**config.mk**
```make
export PLATFORM = sky130hd
export DESIGN_NAME = smc_sleep_ctrl
export DESIGN_NICKNAME = d
export VERILOG_FILES = /design/src/pkg/smc_pkg.sv /design/src/rtl/smc_sleep_ctrl.sv
export SDC_FILE = /design/constraint.sdc
export NUM_CORES = 1
export LEC_CHECK = 0
export ABC_CLOCK_PERIOD_IN_PS = 2600
export BUFFER_PORTS_ARGS = -buffer_cell sky130_fd_sc_hd__buf_4
export CORE_UTILIZATION = 40
export DETAILED_ROUTE_END_ITERATION = 7
export GPL_TIMING_DRIVEN = 0
export PLACE_DENSITY_LB_ADDON = 0.05
export SYNTH_ARGS = -nofsm -noshare
export SYNTH_HDL_FRONTEND = slang
export SYNTH_SLANG_ARGS = --single-unit
```
**constraint.sdc**
```tcl
create_clock -name clk -period 2.6 [get_ports clk]
set_clock_uncertainty 0.15 [all_clocks]
set_input_delay 0.26 -clock clk [delete_from_list [all_inputs] [get_ports clk]]
set_output_delay 0.26 -clock clk [all_outputs]
set_load 0.03 [all_outputs]
```
**src/pkg/smc_pkg.sv**
```systemverilog
// Constants for the sleep mode controller
package smc_pkg;
    localparam logic [2:0] MODE_IDLE = 3'h0;
    localparam logic [2:0] MODE_NOISE = 3'h1;
    localparam logic [2:0] MODE_PDOWN = 3'h2;
    localparam logic [2:0] MODE_PSAVE = 3'h3;
    localparam logic [2:0] MODE_STBY = 3'h6;
    localparam logic [2:0] MODE_XSTBY = 3'h7;
    localparam int CNT_W = 16;
    localparam int CLK_PERIOD_NS = 10;
    localparam int BOD_WAKE_NS = 60000;
    localparam int BOD_WAKE_CYCLES = (BOD_WAKE_NS + CLK_PERIOD_NS - 1) / CLK_PERIOD_NS;
    localparam logic [CNT_W-1:0] HALT_CYCLES = 16'h0004;
    localparam logic [CNT_W-1:0] STBY_WAKE_CYCLES = 16'h0006;
    localparam logic [2:0] UNLOCK_WINDOW = 3'h4;
    localparam logic BROWNOUT_SLEEP_OFF_RESET = 1'b0;
    typedef enum logic [1:0] {
        ST_ACTIVE = 2'b00,
        ST_SLEEP = 2'b01,
        ST_START = 2'b10,
        ST_HALT = 2'b11
    } smc_state_type;
endpackage

```
**src/rtl/smc_sleep_ctrl.sv**
```systemverilog
// Sleep mode controller: clock gating, wake qualification, wake timing
`timescale 1ns/1ps
`default_nettype none
// Contract
// - Sleep entered only on sleep instruction with sleep_allow set; mode select picks state.
// - Mode 000 stops only CPU and flash clocks; everything else runs.
// - Idle wakes on external and internal peripheral interrupts; comparator may be off.
// - Mode 001 stops I/O, CPU, flash clocks; converter runs, timer only if async.
// - Entering noise reduction with converter enabled starts a conversion automatically.
// - Noise reduction wakes only on converter, reset, watchdog, address match, timer, nonvolatile ready, level, pin-change sources.
// - Mode 010 stops main oscillator and all clocks; only async logic works.
// - Power-down wakes only on reset, watchdog, address match, level, pin change.
// - Async timer oscillator, and in sleep modes other than idle its clock and wake, only when timer is asynchronous.
// - Outside idle, external pins wake only through level interrupts.
// - Brownout switch-off honoured only in power-down, save, standby, extended standby.
// - Interrupt wake halts four cycles after start-up, then runs the handler.
// - Sleep leaves register file and data memory contents unchanged.
// - Reset during sleep wakes and restarts from the reset vector.
// - Brownout detector off right after sleep entry, back on at every wake.
// - Wake delay extended to 60 us after sleeping with brownout detector off.
// - Brownout-sleep-off bit resets to 0; writing 1 turns detector off in sleep.
// - Brownout-sleep-off changes only through timed unlock sequence; other writes ignored.
// - Level wake dropped before start-up end still wakes but raises no interrupt.
// - Power-down wake delay equals clock-source reset time-out period.
// - 011 power-save, 110 standby, 111 extended standby; 100, 101 reserved.
// - Standby and extended standby keep oscillator running, wake in six cycles.
module smc_sleep_ctrl
    import smc_pkg::*;
#(
    parameter int BOD_WAKE = BOD_WAKE_CYCLES
) (
    input wire logic clk, // System clock
    input wire logic rst_n, // Async reset, active low
    input wire logic sleep_allow, // Sleep allowed by software
    input wire logic [2:0] sleep_mode_select, // Sleep mode code
    input wire logic sleep_instr, // Core executes sleep, pulse
    input wire logic brownout_sleep_off_unlock, // Timed sequence unlock write, pulse
    input wire logic brownout_sleep_off_write, // Brownout-sleep-off write, pulse
    input wire logic brownout_sleep_off_wdata, // Brownout-sleep-off write data
    input wire logic conv_enabled, // Converter enabled
    input wire logic async_timer_async, // Async timer on its own clock
    input wire logic comparator_power_off, // Comparator power-off bit
    input wire logic [CNT_W-1:0] reset_timeout, // Start-up cycles of clock source
    input wire logic rst_req, // Any reset source, level
    input wire logic irq_conv_done, // Converter complete interrupt
    input wire logic irq_wdt, // Watchdog interrupt
    input wire logic irq_twi_match, // Two-wire address match
    input wire logic irq_async_timer, // Async timer interrupt
    input wire logic irq_nvm_ready, // Self-program or nonvolatile ready
    input wire logic irq_ext_level, // External pin level interrupt
    input wire logic irq_ext_edge, // External pin edge interrupt
    input wire logic irq_pin_change, // Pin-change interrupt
    input wire logic irq_periph, // Other peripheral interrupts
    output logic cpu_clk_en, // CPU clock domain running
    output logic flash_clk_en, // Flash clock domain running
    output logic io_clk_en, // I/O clock domain running
    output logic conv_clk_en, // Converter clock domain running
    output logic async_clk_en, // Async timer clock running
    output logic main_osc_en, // Main oscillator enabled
    output logic timer_osc_en, // Timer oscillator enabled
    output logic comparator_en, // Comparator powered
    output logic brownout_detector_en, // Brownout detector enabled
    output logic brownout_sleep_off, // Stored brownout-sleep-off bit
    output logic conv_auto_start, // Start conversion, pulse
    output logic core_halt, // Core stalled
    output logic sleeping, // In a sleep state
    output logic irq_take, // Core enters handler, pulse
    output logic reset_vector // Core restarts at reset vector, pulse
);

    // ****************************************
    // Decode
    // ****************************************
    smc_state_type state;
    smc_state_type next_state;
    logic [2:0] mode;
    logic [CNT_W-1:0] cnt;
    logic [CNT_W-1:0] next_cnt;
    logic [2:0] unlock_cnt;
    logic bod_off;
    logic edge_latched;
    logic irq_ok;
    logic mode_valid;
    logic enter;
    logic wake;
    logic level_live;
    logic timer_wake;
    logic deep;
    logic [CNT_W-1:0] wake_delay;

    assign mode_valid = (sleep_mode_select != 3'h4) && (sleep_mode_select != 3'h5);
    assign enter = (state == ST_ACTIVE) && sleep_instr && sleep_allow && mode_valid;
    assign deep = (mode == MODE_PDOWN) || (mode == MODE_PSAVE) ||
                  (mode == MODE_STBY) || (mode == MODE_XSTBY);
    assign timer_wake = irq_async_timer && async_timer_async;
    assign level_live = irq_ext_level;

    // Wake qualification per mode
    always_comb begin
        case (mode)
            MODE_IDLE: begin
                wake = irq_conv_done || irq_wdt || irq_twi_match || irq_async_timer ||
                       irq_nvm_ready || irq_ext_level || irq_ext_edge ||
                       irq_pin_change || irq_periph;
            end
            MODE_NOISE: begin
                wake = irq_conv_done || irq_wdt || irq_twi_match || timer_wake ||
                       irq_nvm_ready || level_live || irq_pin_change;
            end
            MODE_PSAVE, MODE_XSTBY: begin
                wake = irq_wdt || irq_twi_match || timer_wake || level_live ||
                       irq_pin_change;
            end
            default: begin
                wake = irq_wdt || irq_twi_match || level_live || irq_pin_change;
            end
        endcase
    end

    // Start-up delay before the halt
    always_comb begin
        case (mode)
            MODE_PDOWN, MODE_PSAVE: wake_delay = reset_timeout;
            MODE_STBY, MODE_XSTBY: wake_delay = STBY_WAKE_CYCLES;
            default: wake_delay = '0;
        endcase
        if (bod_off && (wake_delay < BOD_WAKE[CNT_W-1:0])) begin
            wake_delay = BOD_WAKE[CNT_W-1:0];
        end
    end

    // ****************************************
    // Sequencer
    // ****************************************
    always_comb begin
        next_state = state;
        next_cnt = cnt;
        case (state)
            ST_ACTIVE: begin
                if (enter) begin
                    next_state = ST_SLEEP;
                end
            end
            ST_SLEEP: begin
                if (rst_req) begin
                    next_state = ST_ACTIVE;
                end else if (wake && (wake_delay == '0)) begin
                    next_state = ST_HALT;
                    next_cnt = HALT_CYCLES;
                end else if (wake) begin
                    next_state = ST_START;
                    next_cnt = wake_delay;
                end
            end
            ST_START: begin
                if (rst_req) begin
                    next_state = ST_ACTIVE;
                end else if (cnt <= 16'h0001) begin
                    next_state = ST_HALT;
                    next_cnt = HALT_CYCLES;
                end else begin
                    next_cnt = cnt - 16'h0001;
                end
            end
            ST_HALT: begin
                if (rst_req || (cnt <= 16'h0001)) begin
                    next_state = ST_ACTIVE;
                end else begin
                    next_cnt = cnt - 16'h0001;
                end
            end
            default: next_state = ST_ACTIVE;
        endcase
    end

    always_ff @(posedge clk or negedge rst_n) begin
        if (!rst_n) begin
            state <= ST_ACTIVE;
            cnt <= '0;
        end else begin
            state <= next_state;
            cnt <= next_cnt;
        end
    end

    // Mode and brownout switch-off captured at entry
    always_ff @(posedge clk or negedge rst_n) begin
        if (!rst_n) begin
            mode <= MODE_IDLE;
            bod_off <= 1'b0;
        end else if (enter) begin
            mode <= sleep_mode_select;
            bod_off <= brownout_sleep_off &&
                       (sleep_mode_select[1] || sleep_mode_select[2]);
        end else if (state == ST_ACTIVE) begin
            bod_off <= 1'b0;
        end
    end

    // Interrupt bookkeeping; a level must still stand at start-up end
    always_ff @(posedge clk or negedge rst_n) begin
        if (!rst_n) begin
            edge_latched <= 1'b0;
            irq_ok <= 1'b0;
        end else begin
            if (state == ST_SLEEP && wake) begin
                edge_latched <= wake && !(level_live && !rst_req && mode != MODE_IDLE &&
                                !(irq_wdt || irq_twi_match || irq_pin_change ||
                                  irq_conv_done || irq_nvm_ready || timer_wake));
            end
            if (next_state == ST_HALT && state != ST_HALT) begin
                irq_ok <= (state == ST_SLEEP) || edge_latched || level_live;
            end
        end
    end

    always_ff @(posedge clk or negedge rst_n) begin
        if (!rst_n) begin
            irq_take <= 1'b0;
            reset_vector <= 1'b0;
            conv_auto_start <= 1'b0;
        end else begin
            irq_take <= (state == ST_HALT) && (cnt <= 16'h0001) && !rst_req && irq_ok;
            reset_vector <= (state != ST_ACTIVE) && rst_req;
            conv_auto_start <= enter && (sleep_mode_select == MODE_NOISE) && conv_enabled;
        end
    end

    // ****************************************
    // Brownout-sleep-off bit and unlock
    // ****************************************
    always_ff @(posedge clk or negedge rst_n) begin
        if (!rst_n) begin
            unlock_cnt <= '0;
            brownout_sleep_off <= BROWNOUT_SLEEP_OFF_RESET;
        end else begin
            if (brownout_sleep_off_unlock) begin
                unlock_cnt <= UNLOCK_WINDOW;
            end else if (unlock_cnt != '0) begin
                unlock_cnt <= unlock_cnt - 3'h1;
            end
            if (brownout_sleep_off_write && (unlock_cnt != '0) && !brownout_sleep_off_unlock) begin
                brownout_sleep_off <= brownout_sleep_off_wdata;
            end
        end
    end

    // ****************************************
    // Clock domain enables
    // ****************************************
    always_comb begin
        cpu_clk_en = (state == ST_ACTIVE) || (state == ST_HALT);
        flash_clk_en = cpu_clk_en;
        io_clk_en = 1'b1;
        conv_clk_en = 1'b1;
        async_clk_en = 1'b1;
        main_osc_en = 1'b1;
        timer_osc_en = async_timer_async;
        if (state == ST_SLEEP) begin
            case (mode)
                MODE_IDLE: begin
                    timer_osc_en = async_timer_async;
                end
                MODE_NOISE: begin
                    io_clk_en = 1'b0;
                    async_clk_en = async_timer_async;
                end
                MODE_STBY, MODE_PDOWN: begin
                    io_clk_en = 1'b0;
                    conv_clk_en = 1'b0;
                    async_clk_en = 1'b0;
                    timer_osc_en = 1'b0;
                    main_osc_en = (mode == MODE_STBY);
                end
                default: begin
                    io_clk_en = 1'b0;
                    conv_clk_en = 1'b0;
                    async_clk_en = async_timer_async;
                    main_osc_en = (mode == MODE_XSTBY);
                end
            endcase
        end
    end

    assign comparator_en = !comparator_power_off && !(state == ST_SLEEP && deep);
    assign brownout_detector_en = !((state == ST_SLEEP) && bod_off);
    assign core_halt = (state != ST_ACTIVE);
    assign sleeping = (state == ST_SLEEP);
endmodule // smc_sleep_ctrl
`default_nettype wire
```
==> out/metrics.csv, run 1 <==
stage;metric;value;unit
power;Internal Power;2.17;mW
synth;Commonest cells post-synth;31 x dfrtp_1, 31 x nor2_1, 26 x o21ai_0;
sta;final worst slack;-0.0272;ns
route;Routed Antenna Nets;0;
grt;met1 usage;0.316;
critical_path;crit path launch type;flop;
route;total routed wirelength;7150;um
placed_design;Placed Area;2760;um^2
finish;area grow syn2layout;39.4;%
synth;Yosys top cell area share;0.341;
clock_tree;Clk pin slew, worst setup/hold paths;0.07;ns
placed_design;pre-CTS WS;-0.506;ns
clock_tree;Worst-Skew Late Latency;0.29;ns
finish;Diodes inserted;0;
grt;total congestion overflow;0;
sta;Final Hold Vio Count;0;
grt;pin count of the biggest net entering global routing;32;
route;Avg WL per Cell;17.2;um
critical_path;CP Capture Type;flop;
power;clock power share;0.121;
route;DRT Pass-1 Iters;5;
sta;worst-margin pin slew;0.779;ns
floorplan;Ports;54;
power;share of power burned in combinational logic;0.675;
sta;final slew viol count;0;
synth;dominant cell type by area after synthesis;dfrtp_1;
grt;gr busiest metal;met2;
grt;first-pass GRT wire length;11300;um
critical_path;Setup CP Type;reg2reg;
placed_design;# port buffers;53;
power;Reg power frac;0.205;
run_status;violations in the final reports;negative setup slack;
grt;GRT Resource Usage Total;0.241;
sta;RSZ-0062 raised after global routing;true;
power;cell area power density;1330;nW/um^2
floorplan;die width;77.4;um
critical_path;worst path bufs/invs;2;
critical_path;CP required;2.62;ns
route;DR iter-0 viols;189;
synth;Post-synth EDFFs;0;
critical_path;Crit path max-delay family;simple AND/OR/NAND/NOR gates;
finish;share of cells above drive strength 1;0.358;
clock_tree;CTS Buf Count;5;
placed_design;GPL Wtd Cong;0.877;
sta;count of final setup violators;3;
placed_design;detailed-placement wirelength estimate;4940;um
critical_path;CP arrival;2.65;ns
power;worst IR drop on VDD;0.781;mV
run_status;status;complete, but fails checks;
synth;post-synthesis sequential area ratio;0.341;
grt;GR Util met3;0.0494;
critical_path;critical-path cell list;or4_4, or2_4, or2_1, buf_6, o221a_4, buf_6, a32oi_1, o21ai_1;
synth;Async SR Flop Fraction;1.00;
synth;synthesized area;2270;um^2
clock_tree;clock root cell;clkbuf_8;
critical_path;Slowest Stage Delay on Critical Path;0.56;ns
power;Net Sw Frac;0.485;
synth;synth warn;0;
critical_path;largest fanout on the critical path;7;
clock_tree;maximum root-to-sink buffer count;2;
floorplan;starting density of the core;0.413;
critical_path;Critical Path Most Common Cell;buf_6;
sta;crit share post-route;1.01;
grt;met2 Track Usage GR;0.404;
synth;Avg Inst Size Synth;8.52;um^2
sta;Fmax;381;MHz
sta;slew margin rel.;0.467;
floorplan;# rows;27;
route;Post-route DRC;0;
synth;largest cells by area after synthesis;dfrtp_1 34%, o21ai_0 5.7%, nor2_1 5.1%;
synth;Syn Inst Count;267;
floorplan;area of the die;5990;um^2
power;Leak;1.38;nW
route;via-per-instance ratio;5.85;
power;P_sw;2.04;mW
grt;initial antenna violation count;0;
synth;net count after synthesis;314;
sta;Fin Hold WS;0.0547;ns
job;Max Cap Viol;0;
clock_tree;Clock Sink Count;31;
finish;finished layout cell area;3170;um^2
synth;Yosys cell types;66;
sta;min Tclk post-route;2.63;ns
clock_tree;H-Tree Depth;2;
synth;Primary FF master, synth;dfrtp_1;
grt;vias in the first global route;2307;
floorplan;core footprint;5510;um^2
critical_path;Slowest-stage cell, CP;or4_4;
finish;Final nets;390;
floorplan;Die H;77.4;um
route;vias post-DR;2434;
synth;Synth Register Bits;31;
finish;Layout Utilization;0.576;
clock_tree;TritonCTS clock tree;yes;
hold_path;HP Class;in2reg;
## kinds of logic after synthesis
family	synth area share
mux	0.0214
flops	0.341
xor+xnor	0.00770
compound gates	0.296
simple gates	0.230
buf+inv	0.0589
fa+ha+maj	0.0440
## registers in the layout (all words and copies together), names as in the netlist
name and count:
mode 3, conv_auto_start 1, irq_take 1, unlock_cnt 3, state 2, cnt 16
brownout_sleep_off 1, edge_latched 1, reset_vector 1, irq_ok 1, bod_off 1
## worst register-to-register path: stages (launching register included)
cell and delay (ns):
dfrtp_1 0.38, or4_4 0.56, or2_4 0.30, or2_1 0.25, buf_6 0.14, o221a_4 0.33
buf_6 0.15, a32oi_1 0.17, o21ai_1 0.09
## power by group through the flow
| stage | logic (mW) | registers (mW) | clock network, mW |
|---|---|---|---|
| after floorplan | 1.67 | 0.831 | 0 |
| after global placement | 2.30 | 0.853 | 0 |
| after detailed placement | 2.30 | 0.857 | 0 |
| after CTS | 2.50 | 0.858 | 0.517 |
| after global routing | 3.06 | 0.894 | 0.536 |
| final | 2.84 | 0.862 | 0.509 |
## worst paths after layout
path	startpoint	endpoint	slack, ns	cells after the start
min in group asynchronous	rst_n	cnt[9]$_DFFE_PN0P_	0.30	2
worst max register to register	cnt[9]$_DFFE_PN0P_	cnt[7]$_DFFE_PN0P_	-0.03	8
worst min-delay path	brownout_sleep_off_wdata	brownout_sleep_off$_DFFE_PN0P_	0.05	2
max in group asynchronous	rst_n	state[0]$_DFF_PN0_	1.67	2
worst max-delay path	cnt[9]$_DFFE_PN0P_	cnt[7]$_DFFE_PN0P_	-0.03	8
worst min register to register	edge_latched$_DFFE_PN0P_	edge_latched$_DFFE_PN0P_	0.31	2
## stage by stage
step | setup TNS (ns) | cells | power [mW]
global route | -0.392 | 416 | 4.49
global placement | -4.63 | 392 | 3.15
detailed placement | -4.77 | 392 | 3.16
CTS | -0.000591 | 408 | 3.88
finish | -0.0471 | 416 | 4.21
floorplan | 0 | 267 | 2.50
## area by class of cell
class                           instances  area [um^2]
Timing Repair Buffer                   71          557
Buffer                                  9         77.6
Fill cell                             498         2330
Inverter                               14         52.6
Multi-Input combinational cell        211         1500
Clock buffer                            6         82.6
Sequential cell                        31          778
Tap cell                               72         90.1
Clock inverter                          2         35.0
## cells in the final DEF, fill, tap and decap left out, types with 4 or more instances in the layout
cell      count
ha_1          6
nand2_1      21
inv_1        14
dfrtp_1      29
nor3_1        5
buf_4        65
o21ai_1      15
a21oi_1      17
o21ai_0      13
a31oi_1       4
nand2b_1      5
buf_6        10
nor4_1        4
clkbuf_8      6
o21ai_2       4
nand3_1       8
nor2_1       31
## routing by layer
metal	share of wire	wire length (um)
met2	0.48	3430
met5	0	0
met3	0.074	526
met1	0.43	3060
met4	0.019	133
## what timing repair did
item	in CTS	in global routing
cloned	0	2
pin swaps	4	9
buffers inserted	8	6
resized for setup	11	35
setup endpoints to repair	17	17
hold buffers	2	0
endpoints found under the hold margin	33	0
(Power assumes the default switching activity.)
==> run 2: changes to the inputs <==
--- a/config.mk
+++ b/config.mk
@@ -7,7 +7,7 @@
 export LEC_CHECK = 0
 export ABC_CLOCK_PERIOD_IN_PS = 2600
 export BUFFER_PORTS_ARGS = -buffer_cell sky130_fd_sc_hd__buf_4
-export CORE_UTILIZATION = 40
+export CORE_UTILIZATION = 49
 export DETAILED_ROUTE_END_ITERATION = 7
 export GPL_TIMING_DRIVEN = 0
 export PLACE_DENSITY_LB_ADDON = 0.05
==> out/metrics.csv, run 2 (synthesis gave the netlist of run 1 again) <==
stage;metric;value;unit
clock_tree;TritonCTS clock tree;yes;
finish;register cell area after layout;777;um^2
floorplan;# rows;24;
power;cell area power density;1290;nW/um^2
hold_path;hold path depth;2;
sta;count of final setup violators;2;
finish;biggest regs;cnt (16), mode (3), unlock_cnt (3);
finish;commonest non-fill, non-tap cell in the layout;buf_4;
floorplan;Ports;54;
hold_path;Hold Path Origin;brownout_sleep_off_wdata;
finish;FILL cells;391;
floorplan;die width;70.1;um
clock_tree;clock root cell;clkbuf_8;
grt;vias in the first global route;2184;
power;worst IR drop on VDD;0.909;mV
hold_path;HP Class;in2reg;
floorplan;starting density of the core;0.515;
route;DR iter-0 viols;217;
finish;max reg flops;16;
run_status;status;complete, but fails checks;
floorplan;Die H;70.1;um
grt;initial antenna violation count;0;
placed_design;pre-CTS WS;-0.472;ns
placed_design;# port buffers;53;
grt;total congestion overflow;0;
clock_tree;H-Tree Depth;2;
critical_path;CP Capture Type;flop;
route;DRT Pass-1 Iters;8;
placed_design;Placed Area;2740;um^2
critical_path;R2R cell count;8;
sta;min Tclk post-route;2.61;ns
grt;first-pass GRT wire length;10700;um
clock_tree;Worst-Skew Late Latency;0.29;ns
route;via-per-instance ratio;6.23;
critical_path;r2r endpoint;cnt[6]$_DFFE_PN0P_;
route;total routed wirelength;6890;um
sta;crit share post-route;1.00;
sta;slew margin rel.;0.511;
critical_path;RR Startpoint;cnt[7]$_DFFE_PN0P_;
route;Routed Antenna Nets;0;
floorplan;area of the die;4920;um^2
finish;share of cells above drive strength 1;0.332;
sta;Fmax;383;MHz
finish;non-filler cells, final;392;
sta;final worst slack;-0.00998;ns
finish;commonest cells after routing, fill and taps aside;65 x buf_4, 30 x nor2_1, 30 x dfrtp_1;
finish;footprint of the multi-input gates;1480;um^2
critical_path;CP arrival;2.63;ns
finish;Diodes inserted;0;
grt;pin count of the biggest net entering global routing;32;
route;vias post-DR;2442;
placed_design;detailed-placement wirelength estimate;4730;um
finish;area grow syn2layout;33.7;%
critical_path;Setup CP Type;reg2reg;
placed_design;Inst Count DP;372;
sta;Post-Route Setup TNS;-0.0120;ns
critical_path;CP required;2.62;ns
run_status;violations in the final reports;design-rule violations, negative setup slack;
route;Post-route DRC;1;
hold_path;Hold Path Sink;brownout_sleep_off$_DFFE_PN0P_;
finish;Final nets;386;
critical_path;Slowest Stage Delay on Critical Path;0.56;ns
grt;GRT Resource Usage Total;0.280;
clock_tree;Clock Sink Count;31;
finish;finished layout cell area;3040;um^2
clock_tree;CTS Buf Count;5;
sta;Final Hold Vio Count;0;
critical_path;largest fanout on the critical path;6;
placed_design;GPL Wtd Cong;0.901;
critical_path;critical-path cell list;or4_4, or2_4, or2_1, buf_6, a21oi_4, buf_4, o21ai_0, a22o_2;
power;Leak;1.33;nW
job;Max Cap Viol;0;
sta;worst-margin pin slew;0.715;ns
finish;Biggest register;cnt;
clock_tree;maximum root-to-sink buffer count;2;
sta;final slew viol count;0;
sta;Fin Hold WS;0.0541;ns
sta;RSZ-0062 raised after global routing;true;
floorplan;core footprint;4410;um^2
route;Avg WL per Cell;17.6;um
critical_path;crit path launch type;flop;
clock_tree;Clk pin slew, worst setup/hold paths;0.07;ns
critical_path;Slowest-stage cell, CP;or4_4;
critical_path;flop2flop setup slack;-0.01;ns
[run 2: cell type report]
cell class / count / share of cell area
multi-input combinational: 212 / 0.486
sequential: 31 / 0.256
timing repair buffer: 66 / 0.165
buffer: 9 / 0.0259
clock buffer: 5 / 0.0226
tap: 52 / 0.0214
inverter: 14 / 0.0173
clock inverter: 3 / 0.00658
[run 2: worst max-delay path by stage]
stage / start / end / slack [ns] / cells past startpoint
4_1_cts: cnt[6]$_DFFE_PN0P_ / irq_ok$_DFFE_PN0P_ / 0.002 / 7
5_1_grt: cnt[7]$_DFFE_PN0P_ / cnt[7]$_DFFE_PN0P_ / -0.04 / 8
6_report: cnt[7]$_DFFE_PN0P_ / cnt[6]$_DFFE_PN0P_ / -0.01 / 8
3_3_place_gp: reset_timeout[11] / cnt[11]$_DFFE_PN0P_ / -0.50 / 9
2_1_floorplan: cnt[6]$_DFFE_PN0P_ / irq_ok$_DFFE_PN0P_ / 0.04 / 7
3_5_place_dp: reset_timeout[11] / cnt[0]$_DFFE_PN0P_ / -0.47 / 9
[run 2: what timing repair did]
action	in CTS	in global routing
endpoints found under the hold margin	33	0
gates resized for setup	9	16
endpoints found under the setup margin	17	16
setup buffers	5	6
gates cloned	0	1
pin swaps	2	5
hold buffers	2	0
[run 2: metrics by stage]
stage / total power, mW / utilization
floorplan: 2.50 / -
global placement: 3.11 / 0.620
detailed placement: 3.13 / 0.620
CTS: 3.67 / 0.665
global route: 4.19 / 0.689
finish: 3.93 / 0.689
[run 2: per-layer routing]
metal  wire, um  global-route usage  up-vias
met5          0                   0        -
met4        270              0.0956        0
met3        594              0.0693       33
met2       3230               0.467      148
met1       2790               0.352     1116
li1           -                   -     1145
[run 2: power by group]
part / switching (mW) / internal, mW
Combinational: 1.59 / 1.10
Clock: 0.196 / 0.186
Sequential: 0.186 / 0.677
[run 2: critical path, delay by kind of cell (launching register included)]
kind,cells,cell delay [ns]
buffers and inverters,2,0.32
and+or+nand+nor,3,1.09
DFF,1,0.38
AOI/OAI and AO/OA,3,0.56
==> run 3: changes to the inputs <==
--- a/config.mk
+++ b/config.mk
@@ -10,6 +10,7 @@
 export CORE_UTILIZATION = 49
 export DETAILED_ROUTE_END_ITERATION = 7
 export GPL_TIMING_DRIVEN = 0
+export MAX_ROUTING_LAYER = met4
 export PLACE_DENSITY_LB_ADDON = 0.05
 export SYNTH_ARGS = -nofsm -noshare
 export SYNTH_HDL_FRONTEND = slang
==> out/metrics.csv, run 3 (synthesis gave the netlist of run 1 again) <==
stage;metric;value;unit
sta;slew margin rel.;0.451;
route;DRT Pass-1 Iters;5;
floorplan;die width;70.1;um
sta;Fmax;393;MHz
placed_design;Placed Area;2740;um^2
clock_tree;TritonCTS clock tree;yes;
critical_path;critical-path cell list;or4_4, or2_4, o2111a_1, a41o_1, a221oi_4, a2111oi_4, mux2_4;
floorplan;# rows;24;
route;Avg WL per Cell;17.3;um
hold_path;HP Class;in2reg;
critical_path;crit path launch type;flop;
job;Max Cap Viol;0;
critical_path;CP Capture Type;flop;
sta;Final Hold Vio Count;0;
critical_path;Slowest-stage cell, CP;or4_4;
clock_tree;Clock Sink Count;31;
route;Post-route DRC;0;
power;cell area power density;1330;nW/um^2
clock_tree;H-Tree Depth;2;
placed_design;GPL Wtd Cong;0.926;
sta;final slew viol count;0;
power;Leak;1.37;nW
floorplan;Die H;70.1;um
finish;biggest regs;cnt (16), mode (3), unlock_cnt (3);
critical_path;flop2flop setup slack;0.05;ns
sta;count of final setup violators;0;
finish;commonest non-fill, non-tap cell in the layout;buf_4;
clock_tree;Worst-Skew Late Latency;0.28;ns
route;vias post-DR;2418;
route;Routed Antenna Nets;0;
route;total routed wirelength;6830;um
floorplan;starting density of the core;0.515;
critical_path;Crit path max-delay family;simple AND/OR/NAND/NOR gates;
clock_tree;maximum root-to-sink buffer count;2;
route;via-per-instance ratio;6.12;
placed_design;# port buffers;53;
finish;FILL cells;360;
finish;Biggest register;cnt;
floorplan;area of the die;4920;um^2
finish;finished layout cell area;3090;um^2
critical_path;Setup CP Type;reg2reg;
sta;worst-margin pin slew;0.803;ns
grt;first-pass GRT wire length;10900;um
run_status;status;finished clean;
critical_path;Slowest Stage Delay on Critical Path;0.55;ns
grt;total congestion overflow;0;
finish;Final nets;389;
sta;Post-Route Setup TNS;0;ns
clock_tree;CTS Buf Count;5;
clock_tree;clock root cell;clkbuf_8;
critical_path;CP required;2.62;ns
placed_design;detailed-placement wirelength estimate;4770;um
grt;vias in the first global route;2299;
route;DR iter-0 viols;191;
finish;Diodes inserted;0;
sta;RSZ-0062 raised after global routing;true;
sta;crit share post-route;0.980;
grt;pin count of the biggest net entering global routing;32;
finish;max reg flops;16;
critical_path;CP arrival;2.57;ns
critical_path;largest fanout on the critical path;4;
clock_tree;Clk pin slew, worst setup/hold paths;0.07;ns
finish;share of cells above drive strength 1;0.341;
power;worst IR drop on VDD;0.846;mV
finish;commonest cells after routing, fill and taps aside;68 x buf_4, 31 x nor2_1, 30 x dfrtp_1;
finish;area grow syn2layout;35.7;%
sta;min Tclk post-route;2.55;ns
grt;initial antenna violation count;0;
grt;GRT Resource Usage Total;0.289;
critical_path;worst path bufs/invs;0;
floorplan;Ports;54;
floorplan;core footprint;4410;um^2
## run 3: changes by cell type in the layout (fill, tap and decap cells not counted), moves of 2 or more
| cell | delta |
|---|---|
| clkinvlp_4 | -2 |
| ha_2 | +2 |
| ha_1 | -2 |
| o21ai_1 | -3 |
| o21ai_0 | +3 |
| buf_4 | +3 |
## run 3: power by group
| group | leakage, nW | switching [mW] | internal, mW |
|---|---|---|---|
| sequential | 0.396 | 0.183 | 0.677 |
| clock | 0.0612 | 0.188 | 0.310 |
| combinational | 0.910 | 1.60 | 1.14 |
## run 3: layout make-up
type / instances / area, um^2 / share of cell area
inverter: 14 / 52.6 / 0.0170
clock buffer: 6 / 82.6 / 0.0268
timing repair buffer: 70 / 528 / 0.171
tap: 52 / 65.1 / 0.0211
buffer: 9 / 78.8 / 0.0255
multi-input combinational: 211 / 1470 / 0.475
clock inverter: 2 / 35.0 / 0.0113
sequential: 31 / 777 / 0.252
## run 3: layer usage
layer  vias up  GRT usage  share of wire
met1      1117      0.356           0.42
li1       1152          -              -
met3        18     0.0505          0.073
met2       131      0.481           0.48
met5         -          -              0
met4         0     0.0978          0.023
## run 3: worst paths after layout
| check | cells past startpoint | start | end |
|---|---|---|---|
| max in group asynchronous | 2 | rst_n | state[0]$_DFF_PN0_ |
| setup / recovery | 7 | cnt[6]$_DFFE_PN0P_ | irq_ok$_DFFE_PN0P_ |
| min in group asynchronous | 2 | rst_n | irq_take$_DFF_PN0_ |
| setup reg to reg | 7 | cnt[6]$_DFFE_PN0P_ | irq_ok$_DFFE_PN0P_ |
| hold reg to reg | 2 | edge_latched$_DFFE_PN0P_ | edge_latched$_DFFE_PN0P_ |
| hold / removal | 2 | brownout_sleep_off_wdata | brownout_sleep_off$_DFFE_PN0P_ |
## run 3: worst reg2reg max path, cell delays in order, from the launching register on
cell       delay [ns]
dfrtp_1          0.38
or4_4            0.55
or2_4            0.28
o2111a_1         0.23
a41o_1           0.23
a221oi_4         0.24
a2111oi_4        0.06
mux2_4           0.31
## run 3: repair_timing
action | 4_1_cts | 5_1_grt
buffers inserted | 7 | 7
setup endpoints to repair | 17 | 16
pin swaps | 4 | 11
hold endpoints to repair | 32 | 0
gates cloned | 0 | 1
resized for setup | 8 | 15
hold buffers | 2 | 0
## run 3: per-stage QoR
stage	instances	setup WS (ns)	total power, mW	hold slack, ns	utilization
2_1_floorplan	267	0.0354	2.50	-0.186	-
3_3_place_gp	372	-0.493	3.11	0.0762	0.620
3_5_place_dp	372	-0.410	3.15	0.0687	0.620
4_1_cts	387	0.0107	3.81	0.0563	0.672
5_1_grt	395	-0.0339	4.37	0.0685	0.699
6_report	395	0.0524	4.09	0.0578	0.699
